--- src/include/time_tag_pkg.sv ---
// Purpose: shared constants and types for the time tag action block
// Assumes: 16-bit register words at word addresses
// Notes:   all offsets are word addresses on the register port

package time_tag_pkg;

	// ****************************************
	// widths
	// ****************************************
	localparam int unsigned ADDR_W    = 8;
	localparam int unsigned WORD_W    = 16;
	localparam int unsigned MON_W     = 48;
	localparam int unsigned CTL_W     = 32;

	// ****************************************
	// register offsets
	// ****************************************
	localparam logic [7:0] ADDR_MON_CONFIG  = 8'h29;
	localparam logic [7:0] ADDR_ACTION_CFG  = 8'h39;
	localparam logic [7:0] ADDR_MON_CNT_LO  = 8'h3A;
	localparam logic [7:0] ADDR_MON_CNT_MID = 8'h3B;
	localparam logic [7:0] ADDR_MON_CNT_HI  = 8'h3C;
	localparam logic [7:0] ADDR_MON_UTL_LO  = 8'h3D;
	localparam logic [7:0] ADDR_MON_UTL_MID = 8'h3E;
	localparam logic [7:0] ADDR_MON_UTL_HI  = 8'h3F;
	localparam logic [7:0] ADDR_CTL_CNT_LO  = 8'h43;
	localparam logic [7:0] ADDR_CTL_CNT_HI  = 8'h44;
	localparam logic [7:0] ADDR_CTL_UTL_LO  = 8'h45;
	localparam logic [7:0] ADDR_CTL_UTL_HI  = 8'h46;

	// ****************************************
	// field positions and reset values
	// ****************************************
	localparam int unsigned MON_ACT_HI_POS = 15;
	localparam int unsigned MON_ACT_LO_POS = 14;
	localparam int unsigned CTL_ACT_HI_POS = 13;
	localparam int unsigned CTL_ACT_LO_POS = 12;
	localparam int unsigned CTL_WIDE_POS   = 3;
	localparam int unsigned CFG_KEEP_W     = 8;
	localparam int unsigned MON_SEL_W      = 2;
	localparam logic [7:0]  CFG_RESET      = 8'h00;
	localparam logic [1:0]  MON_SEL_RESET  = 2'h0;

	// monitor select code that gives the 16-bit simple monitor
	localparam logic [1:0]  MON_SEL_SIMPLE16 = 2'h1;

	// ****************************************
	// action codes
	// ****************************************
	typedef enum logic [1:0] {
		ACT_NONE    = 2'h0,
		ACT_CLEAR   = 2'h1,
		ACT_LOAD    = 2'h2,
		ACT_CAPTURE = 2'h3
	} tag_action_t;

	typedef struct packed {
		logic [ADDR_W-1:0] addr;
		logic [WORD_W-1:0] wdata;
		logic              wr;
		logic              rd;
	} reg_req_t;

endpackage

--- src/logic/tag_counter.sv ---
// Purpose: free-running time tag counter with clear and load
// Assumes: clear and load are single-cycle pulses, never both
// Notes:   in narrow mode only the low word counts, upper words are zeroed by each tick, load or clear

`timescale 1ns/1ps
`default_nettype none

module tag_counter #(
	parameter int unsigned WIDTH = 48
) (
	input  wire logic             clk_i,      // block clock
	input  wire logic             rst_n_i,    // synchronised reset, active low
	input  wire logic             tick_i,     // count enable pulse
	input  wire logic             wide_i,     // full width when high
	input  wire logic             clear_i,    // clear count to zero
	input  wire logic             load_i,     // load count from load_val_i
	input  wire logic [WIDTH-1:0] load_val_i, // value to load
	output logic      [WIDTH-1:0] count_o     // current count
);

	localparam int unsigned NW = time_tag_pkg::WORD_W;

	generate
		if (WIDTH <= NW || (WIDTH % NW) != 0) begin : g_bad_width
			$error("tag_counter width must be a multiple of the word above one word");
		end
	endgenerate

	logic [WIDTH-1:0] count_q;
	logic [WIDTH-1:0] count_d;
	logic [WIDTH-1:0] narrow_mask;
	logic [WIDTH-1:0] inc_val;

	assign narrow_mask = wide_i ? {WIDTH{1'b1}} : {{(WIDTH-NW){1'b0}}, {NW{1'b1}}};
	assign inc_val     = (count_q + {{(WIDTH-1){1'b0}}, 1'b1}) & narrow_mask;

	// host actions override the tick so a load is never bumped on its own edge
	always_comb begin
		count_d = count_q;
		if (clear_i) begin
			count_d = '0;
		end else if (load_i) begin
			count_d = load_val_i & narrow_mask;
		end else if (tick_i) begin
			count_d = inc_val;
		end
	end

	always_ff @(posedge clk_i or negedge rst_n_i) begin
		if (!rst_n_i) begin
			count_q <= '0;
		end else begin
			count_q <= count_d;
		end
	end

	assign count_o = count_q;

endmodule

`default_nettype wire

--- src/logic/time_tag_action.sv ---
// Purpose: host action logic for the monitor and controller time tag counters
// Assumes: single host on a plain register port, read data one cycle later
// Notes:   actions take effect on the edge that takes the configuration write
//
// Added by the designer: strobed register access and the register offsets.

`timescale 1ns/1ps
`default_nettype none

module time_tag_action (
	input  wire logic                      sys_clk_i,   // 10 MHz block clock
	input  wire logic                      rst_n_i,     // async reset, active low
	input  wire time_tag_pkg::reg_req_t    reg_req_i,   // register port request
	output logic [time_tag_pkg::WORD_W-1:0] rdata_o,    // read data, cycle after read
	input  wire logic                      mon_tick_i,  // monitor count pulse
	input  wire logic                      ctl_tick_i,  // controller count pulse
	output logic                           mon_wide_o,  // monitor uses 48-bit count
	output logic                           mon_ch10_o   // chapter10 monitor selected
);

	localparam int unsigned W  = time_tag_pkg::WORD_W;
	localparam int unsigned MW = time_tag_pkg::MON_W;
	localparam int unsigned CW = time_tag_pkg::CTL_W;

	// ****************************************
	// reset release
	// ****************************************
	logic rst_sync1_q;
	logic rst_sync2_q;
	logic rst_n;

	// release waits two edges so no flop leaves reset on a runt edge
	always_ff @(posedge sys_clk_i or negedge rst_n_i) begin
		if (!rst_n_i) begin
			rst_sync1_q <= 1'b0;
			rst_sync2_q <= 1'b0;
		end else begin
			rst_sync1_q <= 1'b1;
			rst_sync2_q <= rst_sync1_q;
		end
	end

	assign rst_n = rst_sync2_q;

	// ****************************************
	// address decode
	// ****************************************
	wire wr_cfg     = reg_req_i.wr && (reg_req_i.addr == time_tag_pkg::ADDR_ACTION_CFG);
	wire wr_mon_cfg = reg_req_i.wr && (reg_req_i.addr == time_tag_pkg::ADDR_MON_CONFIG);
	wire wr_mu_lo   = reg_req_i.wr && (reg_req_i.addr == time_tag_pkg::ADDR_MON_UTL_LO);
	wire wr_mu_mid  = reg_req_i.wr && (reg_req_i.addr == time_tag_pkg::ADDR_MON_UTL_MID);
	wire wr_mu_hi   = reg_req_i.wr && (reg_req_i.addr == time_tag_pkg::ADDR_MON_UTL_HI);
	wire wr_cu_lo   = reg_req_i.wr && (reg_req_i.addr == time_tag_pkg::ADDR_CTL_UTL_LO);
	wire wr_cu_hi   = reg_req_i.wr && (reg_req_i.addr == time_tag_pkg::ADDR_CTL_UTL_HI);

	// ****************************************
	// configuration
	// ****************************************
	logic [time_tag_pkg::CFG_KEEP_W-1:0] cfg_q;
	logic [time_tag_pkg::MON_SEL_W-1:0]  mon_sel_q;

	always_ff @(posedge sys_clk_i or negedge rst_n) begin
		if (!rst_n) begin
			cfg_q     <= time_tag_pkg::CFG_RESET;
			mon_sel_q <= time_tag_pkg::MON_SEL_RESET;
		end else begin
			if (wr_cfg) begin
				cfg_q <= reg_req_i.wdata[time_tag_pkg::CFG_KEEP_W-1:0];
			end
			if (wr_mon_cfg) begin
				mon_sel_q <= reg_req_i.wdata[time_tag_pkg::MON_SEL_W-1:0];
			end
		end
	end

	// codes 00 and 10 give the chapter10 monitor, always wide
	wire mon_ch10 = !mon_sel_q[0];
	wire mon_wide = (mon_sel_q != time_tag_pkg::MON_SEL_SIMPLE16);
	wire ctl_wide = cfg_q[time_tag_pkg::CTL_WIDE_POS];

	assign mon_wide_o = mon_wide;
	assign mon_ch10_o = mon_ch10;

	// ****************************************
	// action decode
	// ****************************************
	// action codes are never stored, so they cannot linger or read back
	wire [1:0] mon_code = wr_cfg ? reg_req_i.wdata[time_tag_pkg::MON_ACT_HI_POS:
		time_tag_pkg::MON_ACT_LO_POS] : 2'h0;
	wire [1:0] ctl_code = wr_cfg ? reg_req_i.wdata[time_tag_pkg::CTL_ACT_HI_POS:
		time_tag_pkg::CTL_ACT_LO_POS] : 2'h0;

	wire mon_clear   = (mon_code == time_tag_pkg::ACT_CLEAR);
	wire mon_load    = (mon_code == time_tag_pkg::ACT_LOAD);
	wire mon_capture = (mon_code == time_tag_pkg::ACT_CAPTURE);
	wire ctl_clear   = (ctl_code == time_tag_pkg::ACT_CLEAR);
	wire ctl_load    = (ctl_code == time_tag_pkg::ACT_LOAD);
	wire ctl_capture = (ctl_code == time_tag_pkg::ACT_CAPTURE);

	// ****************************************
	// counters
	// ****************************************
	logic [MW-1:0] mon_util_q;
	logic [CW-1:0] ctl_util_q;
	logic [MW-1:0] mon_count;
	logic [CW-1:0] ctl_count;

	tag_counter #(
		.WIDTH (MW)
	) u_mon_counter (
		.clk_i      (sys_clk_i),
		.rst_n_i    (rst_n),
		.tick_i     (mon_tick_i),
		.wide_i     (mon_wide),
		.clear_i    (mon_clear),
		.load_i     (mon_load),
		.load_val_i (mon_util_q),
		.count_o    (mon_count)
	);

	tag_counter #(
		.WIDTH (CW)
	) u_ctl_counter (
		.clk_i      (sys_clk_i),
		.rst_n_i    (rst_n),
		.tick_i     (ctl_tick_i),
		.wide_i     (ctl_wide),
		.clear_i    (ctl_clear),
		.load_i     (ctl_load),
		.load_val_i (ctl_util_q),
		.count_o    (ctl_count)
	);

	// ****************************************
	// utility registers
	// ****************************************
	logic [MW-1:0] mon_util_d;
	logic [CW-1:0] ctl_util_d;

	// capture wins over a host write to the same word in that cycle
	always_comb begin
		mon_util_d = mon_util_q;
		if (wr_mu_lo) begin
			mon_util_d[W-1:0] = reg_req_i.wdata;
		end
		if (wr_mu_mid) begin
			mon_util_d[2*W-1:W] = reg_req_i.wdata;
		end
		if (wr_mu_hi) begin
			mon_util_d[3*W-1:2*W] = reg_req_i.wdata;
		end
		if (mon_capture) begin
			if (mon_wide) begin
				mon_util_d = mon_count;
			end else begin
				mon_util_d[W-1:0] = mon_count[W-1:0];
			end
		end
	end

	always_comb begin
		ctl_util_d = ctl_util_q;
		if (wr_cu_lo) begin
			ctl_util_d[W-1:0] = reg_req_i.wdata;
		end
		if (wr_cu_hi) begin
			ctl_util_d[CW-1:W] = reg_req_i.wdata;
		end
		if (ctl_capture) begin
			if (ctl_wide) begin
				ctl_util_d = ctl_count;
			end else begin
				ctl_util_d[W-1:0] = ctl_count[W-1:0];
			end
		end
	end

	always_ff @(posedge sys_clk_i or negedge rst_n) begin
		if (!rst_n) begin
			mon_util_q <= '0;
			ctl_util_q <= '0;
		end else begin
			mon_util_q <= mon_util_d;
			ctl_util_q <= ctl_util_d;
		end
	end

	// ****************************************
	// read path
	// ****************************************
	logic [W-1:0] rsel;
	logic [W-1:0] rdata_q;

	always_comb begin
		rsel = '0;
		case (reg_req_i.addr)
			time_tag_pkg::ADDR_ACTION_CFG:  rsel = {8'h00, cfg_q};
			time_tag_pkg::ADDR_MON_CONFIG:  rsel = {14'h0000, mon_sel_q};
			time_tag_pkg::ADDR_MON_CNT_LO:  rsel = mon_count[W-1:0];
			time_tag_pkg::ADDR_MON_CNT_MID: rsel = mon_count[2*W-1:W];
			time_tag_pkg::ADDR_MON_CNT_HI:  rsel = mon_count[3*W-1:2*W];
			time_tag_pkg::ADDR_MON_UTL_LO:  rsel = mon_util_q[W-1:0];
			time_tag_pkg::ADDR_MON_UTL_MID: rsel = mon_util_q[2*W-1:W];
			time_tag_pkg::ADDR_MON_UTL_HI:  rsel = mon_util_q[3*W-1:2*W];
			time_tag_pkg::ADDR_CTL_CNT_LO:  rsel = ctl_count[W-1:0];
			time_tag_pkg::ADDR_CTL_CNT_HI:  rsel = ctl_count[CW-1:W];
			time_tag_pkg::ADDR_CTL_UTL_LO:  rsel = ctl_util_q[W-1:0];
			time_tag_pkg::ADDR_CTL_UTL_HI:  rsel = ctl_util_q[CW-1:W];
			default:                        rsel = '0;
		endcase
	end

	always_ff @(posedge sys_clk_i or negedge rst_n) begin
		if (!rst_n) begin
			rdata_q <= '0;
		end else if (reg_req_i.rd) begin
			rdata_q <= rsel;
		end else begin
			rdata_q <= '0;
		end
	end

	assign rdata_o = rdata_q;

endmodule

`default_nettype wire

--- config.mk ---
export PLATFORM = sky130hd
export DESIGN_NAME = time_tag_action
export DESIGN_NICKNAME = d
export VERILOG_FILES = /design/src/include/time_tag_pkg.sv /design/src/logic/tag_counter.sv /design/src/logic/time_tag_action.sv
export SDC_FILE = /design/constraint.sdc
export NUM_CORES = 1
export LEC_CHECK = 0
export BUFFER_PORTS_ARGS = -buffer_cell sky130_fd_sc_hd__buf_4
export CORE_ASPECT_RATIO = 2
export CORE_MARGIN = 1
export CORE_UTILIZATION = 44
export CTS_CLUSTER_DIAMETER = 60
export DETAILED_ROUTE_END_ITERATION = 6
export GPL_TIMING_DRIVEN = 0
export REMOVE_ABC_BUFFERS = 1
export SYNTH_ARGS = -nofsm -noshare
export SYNTH_HDL_FRONTEND = slang
export SYNTH_SLANG_ARGS = --single-unit
--- constraint.sdc ---
create_clock -name sys_clk_i -period 7.4 [get_ports sys_clk_i]
set_clock_uncertainty 0.2 [all_clocks]
set_input_delay 0.74 -clock sys_clk_i [delete_from_list [all_inputs] [get_ports sys_clk_i]]
set_output_delay 0.74 -clock sys_clk_i [all_outputs]
set_load 0.02 [all_outputs]
# After elaboration in Yosys (flattened, before gate mapping)
# Index checks and enable logic that the tools add are counted.
# W data, S select, Z words.
[word_totals]
inputBits = 30
elab_cells = 69
output_inout_bits = 18
reg_bits = 188
[op_classes]
muxes = 21
bitwise = 4
n_eq_ne = 19
addsub = 2
n_reduce_logical = 12
[ops]
columns = ["op", "n"]
rows = [
  ["$mux W48", 5],
  ["$mux W32", 6],
  ["$pmux W16 S12", 1],
  ["$mux W16", 7],
  ["$and A48 B48 Y48", 2],
  ["$and A32 B32 Y32", 2],
  ["$eq A8 B6 Y1 const B", 8],
  ["$add A48 B1 Y48 const B", 1],
  ["$add A32 B1 Y32 const B", 1],
  ["$eq A8 B7 Y1 const B", 4],
  ["$eq A2 B2 Y1 const B", 4],
  ["$logic_and A1 B1 Y1", 7],
  ["$reduce_bool A3 Y1", 2],
  ["$eq A2 B1 Y1 const B", 2],
  ["$mux W2", 2],
  ["$reduce_bool A2 Y1", 2],
  ["$ne A2 B1 Y1 const B", 1],
  ["$logic_not A1 Y1", 1],
]

# Logic depth before layout (Yosys ltp)
[logic_depth]
ltp_word = 6
mapped_depth = 10
depth_no_buf = 7

# Hierarchy
# Synthesis repeated with hierarchy kept, for this count alone.
[hier_totals]
cells_unflattened = 1236
hier_area_um2 = 11293.3
[by_module_without_submodules]
columns = ["module", "cells_each", "seq_area_each_um2", "n_inst", "area_each_um2"]
rows = [
  ["time_tag_action", 633, 2702.6, 1, 6264.8],
  ["tag_counter at u_mon_counter", 376, 1201.2, 1, 3055.4],
  ["tag_counter at u_ctl_counter", 227, 800.8, 1, 1973.1],
]

# Worst setup path after synthesis
# No wires, ideal clock.
[synth_timing]
path_type = "in2reg"
from = "in reg_req_i[18] (netlist name)"
to = "reg u_mon_counter.count_q[44], in the netlist u_mon_counter.count_o[44]"
path_stages = 9
arrival_ns = 2.345
setup_ns = 0.137
n_path_buf = 3
path_slack_ns = 4.718
cell_sequence = "clkbuf_1 > nand3b_1 > nor4_4 > or2_1 > clkbuf_1 > clkbuf_1 > a41oi_1 > o21ai_0 > o311ai_1"
[synth_via]
elab_chain_len = 6
elab_cells_between_ends = 8
cone_classes = "eq/ne (3); mux (3); reduce/logical (2)"
[synth_rtl]
columns = ["item", "line_no", "rtl"]
rows = [
  ["start: declaration", "time_tag_action.sv:13", "input wire time_tag_pkg::reg_req_t reg_req_i,"],
  ["$eq A8 B6 Y1 (*)", "time_tag_action.sv:48", "wire wr_cfg = reg_req_i.wr && (reg_req_i.addr == time_tag_pkg::ADDR_ACTION_CFG);"],
  ["$logic_and A1 B1 Y1 (*)", "time_tag_action.sv:48", ""],
  ["$mux W2 (*)", "time_tag_action.sv:88", "wire [1:0] mon_code = wr_cfg ? reg_req_i.wdata[time_tag_pkg::MON_ACT_HI_POS:"],
  ["$eq A2 B2 Y1", "time_tag_action.sv:94", "wire mon_load = (mon_code == time_tag_pkg::ACT_LOAD);"],
  ["$mux W48", "tag_counter.sv:42", "end else if (load_i) begin"],
  ["$mux W48", "tag_counter.sv:40", "if (clear_i) begin"],
  ["end signal: assignment", "tag_counter.sv:53", "count_q <= count_d;"],
  ["end: declaration", "tag_counter.sv:29", "logic [WIDTH-1:0] count_q;"],
]
# Mark *: on every way between the ends. The rest lies on a longest branch, timed or not.
# A chain may end at the register's enable or synchronous reset.

# Worst setup path after layout
[layout_timing]
from = "in reg_req_i[18] (netlist name)"
to = "reg u_mon_counter.count_q[39], in the netlist u_mon_counter.count_o[39]"
# The elaborated chain is that of the path after synthesis.

==> impl_metrics.ini <==
[run_status]
status = finished, violations left
violations = max-capacitance violations, max-slew violations

[layout]
regArea_sq_um = 4710
area_delta_synth_final_pct = 9.91
drive_gt1_share_pct = 10.5
finalCoreUtilization_pct = 49.3
antenna_cells = 0
fillers = 2543
fin_area_sq_um = 12600
nets = 1349
multi_input_area_sq_um = 6290

[setup_path]
critPathMaxFanout = 53
setup.worst_path.start = reg_req_i[18]
r2r-start = u_mon_counter.count_o[0]$_DFFE_PN0P_
criticalPathCategory = in2reg
reg2reg_setup_slack_ps = 3800
critPathLaunchType = primary input
r2r_cells = 7
r2r-end = u_mon_counter.count_o[44]$_DFFE_PN0P_
critPathRequiredTime_ps = 7610
critPathArrivalTime_ps = 4460
cp-endpoint = u_mon_counter.count_o[39]$_DFFE_PN0P_
end_kind = flop

[timing]
fin_crit_ps = 4250
fmax_mhz = 235
slew_headroom_pct = -1.18
tightest_slew_ps = 1520
period_share_pct = 57.5
drv_slew = 17
fin_setup_tns_ps = 0
rsz0062_at_grt = no
hold_ws_ps = 160
setup_viol = 0
hold_viol = 0

[clock_tree]
ctsHoldBuffers = 1
h-tree-depth = 4
post_cts_resized = 0
cts_setup_buffers = 0
clock_path_buffers = 2
cts_root_buf = clkbuf_16
numCtsBuffers = 17
clkLatencyLatePin_ps = 470
cts_tree = done
clkSinkCount = 188
clk_transition_reported_paths_ps = 70

[logic_synthesis]
synth_cell_types = 75
async_reset_ff_share_pct = 100
syn_avg_cell_area_sq_um = 8.53
synth_top_cell_by_area = dfrtp_1
synth_seq_area_share_pct = 40.9
synth-seq-cells = 188
ys_warn_count = 0
synth_ff_type = dfrtp_1
synth_cells = 1349
synth_top_area_share_pct = 40.9
ys_top_cells_by_area = dfrtp_1 41%, mux2i_1 7.8%, a21oi_1 6.4%, o21ai_0 4.7%, nand2_1 4.6%
synth_edf_count = 0
synth_area_sq_um = 11500

[global_routing]
grt_max_degree = 64
grt.total_usage_pct = 34.9
grt_pass1_wl_um = 67700
antenna_found_initial = 0
grt_pass1_vias = 10968
grt.overflow.total = 0

[job]
drv_cap = 1

[placed_design]
place_area_sq_um = 12000
place_congestion = 0.999
dp_hpwl_um = 32100
portBuffers = 47

[die]
initial_core_util_pct = 44.8
die-width_um = 116
die_area_sq_um = 26800
core_sq_um = 25700
top_level_ports = 48
die_h_um = 231
std_cell_rows = 83

[hold_path]
hold_path_class = reg2reg

[detailed_routing]
wire_per_inst_um = 27.0
routed_via_density = 6.67
drtAntennaViolNets = 0
drtIter0Drc = 1093
vias = 11134
drtPass1Iterations = 5
wirelength_um = 45100
route.detailed.drc = 0

[power]
power_leakage_nw = 5.12
power_mw = 2.45
powerDensity_nw_per_um2 = 194
vdd_drop_max_v = 0.000178
[Yosys cell counts (7+ instances only)]
library cell / n
nor3_1: 29
dfrtp_1: 188
nand3_1: 46
o21ai_0: 108
a31oi_1: 21
nand4_1: 24
mux4_2: 10
o22ai_1: 23
inv_1: 15
nor3b_1: 10
nand2_1: 142
o211ai_1: 9
a22oi_1: 40
nor2_1: 139
nor2b_1: 8
mux2i_1: 90
a32oi_1: 7
and3_1: 24
nor4_1: 32
a21oi_1: 148
a221oi_1: 9
and4_1: 8
clkbuf_1: 72
buf_2: 21
[logic make-up after synthesis]
group / after synthesis / synth area share [%]
AO/OA/AOI/OAI: 409 / 21.1
XOR/XNOR: 6 / 0.457
adder cells (fa/ha/maj): 2 / 0.218
buffers and inverters: 125 / 4.75
flip-flops: 188 / 40.9
multiplexers: 105 / 10.3
other: 1 / 0.0326
AND/OR/NAND/NOR: 513 / 22.2
[metal layers]
metal / part of all wire, % / vias up / global-route usage, %
met2: 51 / 537 / 58.4
met5: 0 / - / 0
met3: 5.8 / 238 / 6.35
met1: 34 / 5449 / 36.6
li1: - / 4910 / -
met4: 9.5 / 0 / 30.8
[layout make-up]
cell class / count / share of cell area [%]
multi-input combinational: 1036 / 49.7
clock buffer: 17 / 3.37
clock inverter: 15 / 1.54
sequential: 188 / 37.2
inverter: 15 / 0.445
tap: 340 / 3.37
timing repair buffer: 59 / 4.31
[power by group]
| group | internal, mW | switching (mW) | total, mW |
|---|---|---|---|
| logic | 0.0946 | 0.156 | 0.250 |
| clock network | 0.565 | 0.444 | 1.01 |
| registers | 1.09 | 0.102 | 1.19 |
| total | 1.75 | 0.702 | 2.45 |
[critical path, cell delays in order]
cell and delay (ps):
buf_4 630, nor2b_2 380, buf_8 230, and3_1 560, and3_2 900, and2_1 650, a22o_1 250, a21o_1 80
[layout by cell type (no fill, tap or decap), types with 9 or more instances in the layout]
master	n
nor2_1	137
o211ai_1	9
a22oi_1	40
nand2_1	141
a31oi_1	21
mux2i_1	90
o21ai_0	108
dfrtp_1	187
a21oi_1	148
nor3_1	28
nor4_1	32
a221oi_1	9
o22ai_1	23
nand4_1	24
inv_1	15
mux4_2	10
nand3_1	46
clkbuf_16	17
buf_4	47
and3_1	21
[through the flow]
step | setup slack [ps] | std cells
after global routing | 3050 | 1670
after floorplan | 1570 | 1239
after detailed placement | 2810 | 1637
final | 3150 | 1670
after CTS | 3280 | 1670
after global placement | -959 | 1626
[flip-flops by register name (all words and copies together) (netlist names)]
name and count:
rdata_o 16, u_ctl_counter.count_o 32, u_mon_counter.count_o 48, ctl_util_q 32, mon_sel_q 2, cfg_q 8
rst_sync1_q 1, mon_util_q 48, rst_n 1
[worst min-delay path by stage]
stage | from | endpoint | slack [ps] | cells after the start
6_report | rst_sync1_q$_DFF_PN0_ | rst_n$_DFF_PN0_ | 160 | 0
3_3_place_gp | rst_sync1_q$_DFF_PN0_ | rst_n$_DFF_PN0_ | 140 | 0
2_1_floorplan | rst_sync1_q$_DFF_PN0_ | rst_n$_DFF_PN0_ | 130 | 0
4_1_cts | rst_sync1_q$_DFF_PN0_ | rst_n$_DFF_PN0_ | 160 | 0
3_5_place_dp | rst_sync1_q$_DFF_PN0_ | rst_n$_DFF_PN0_ | 150 | 0
5_1_grt | rst_sync1_q$_DFF_PN0_ | rst_n$_DFF_PN0_ | 180 | 0
Power figures use the tool's default switching activity.
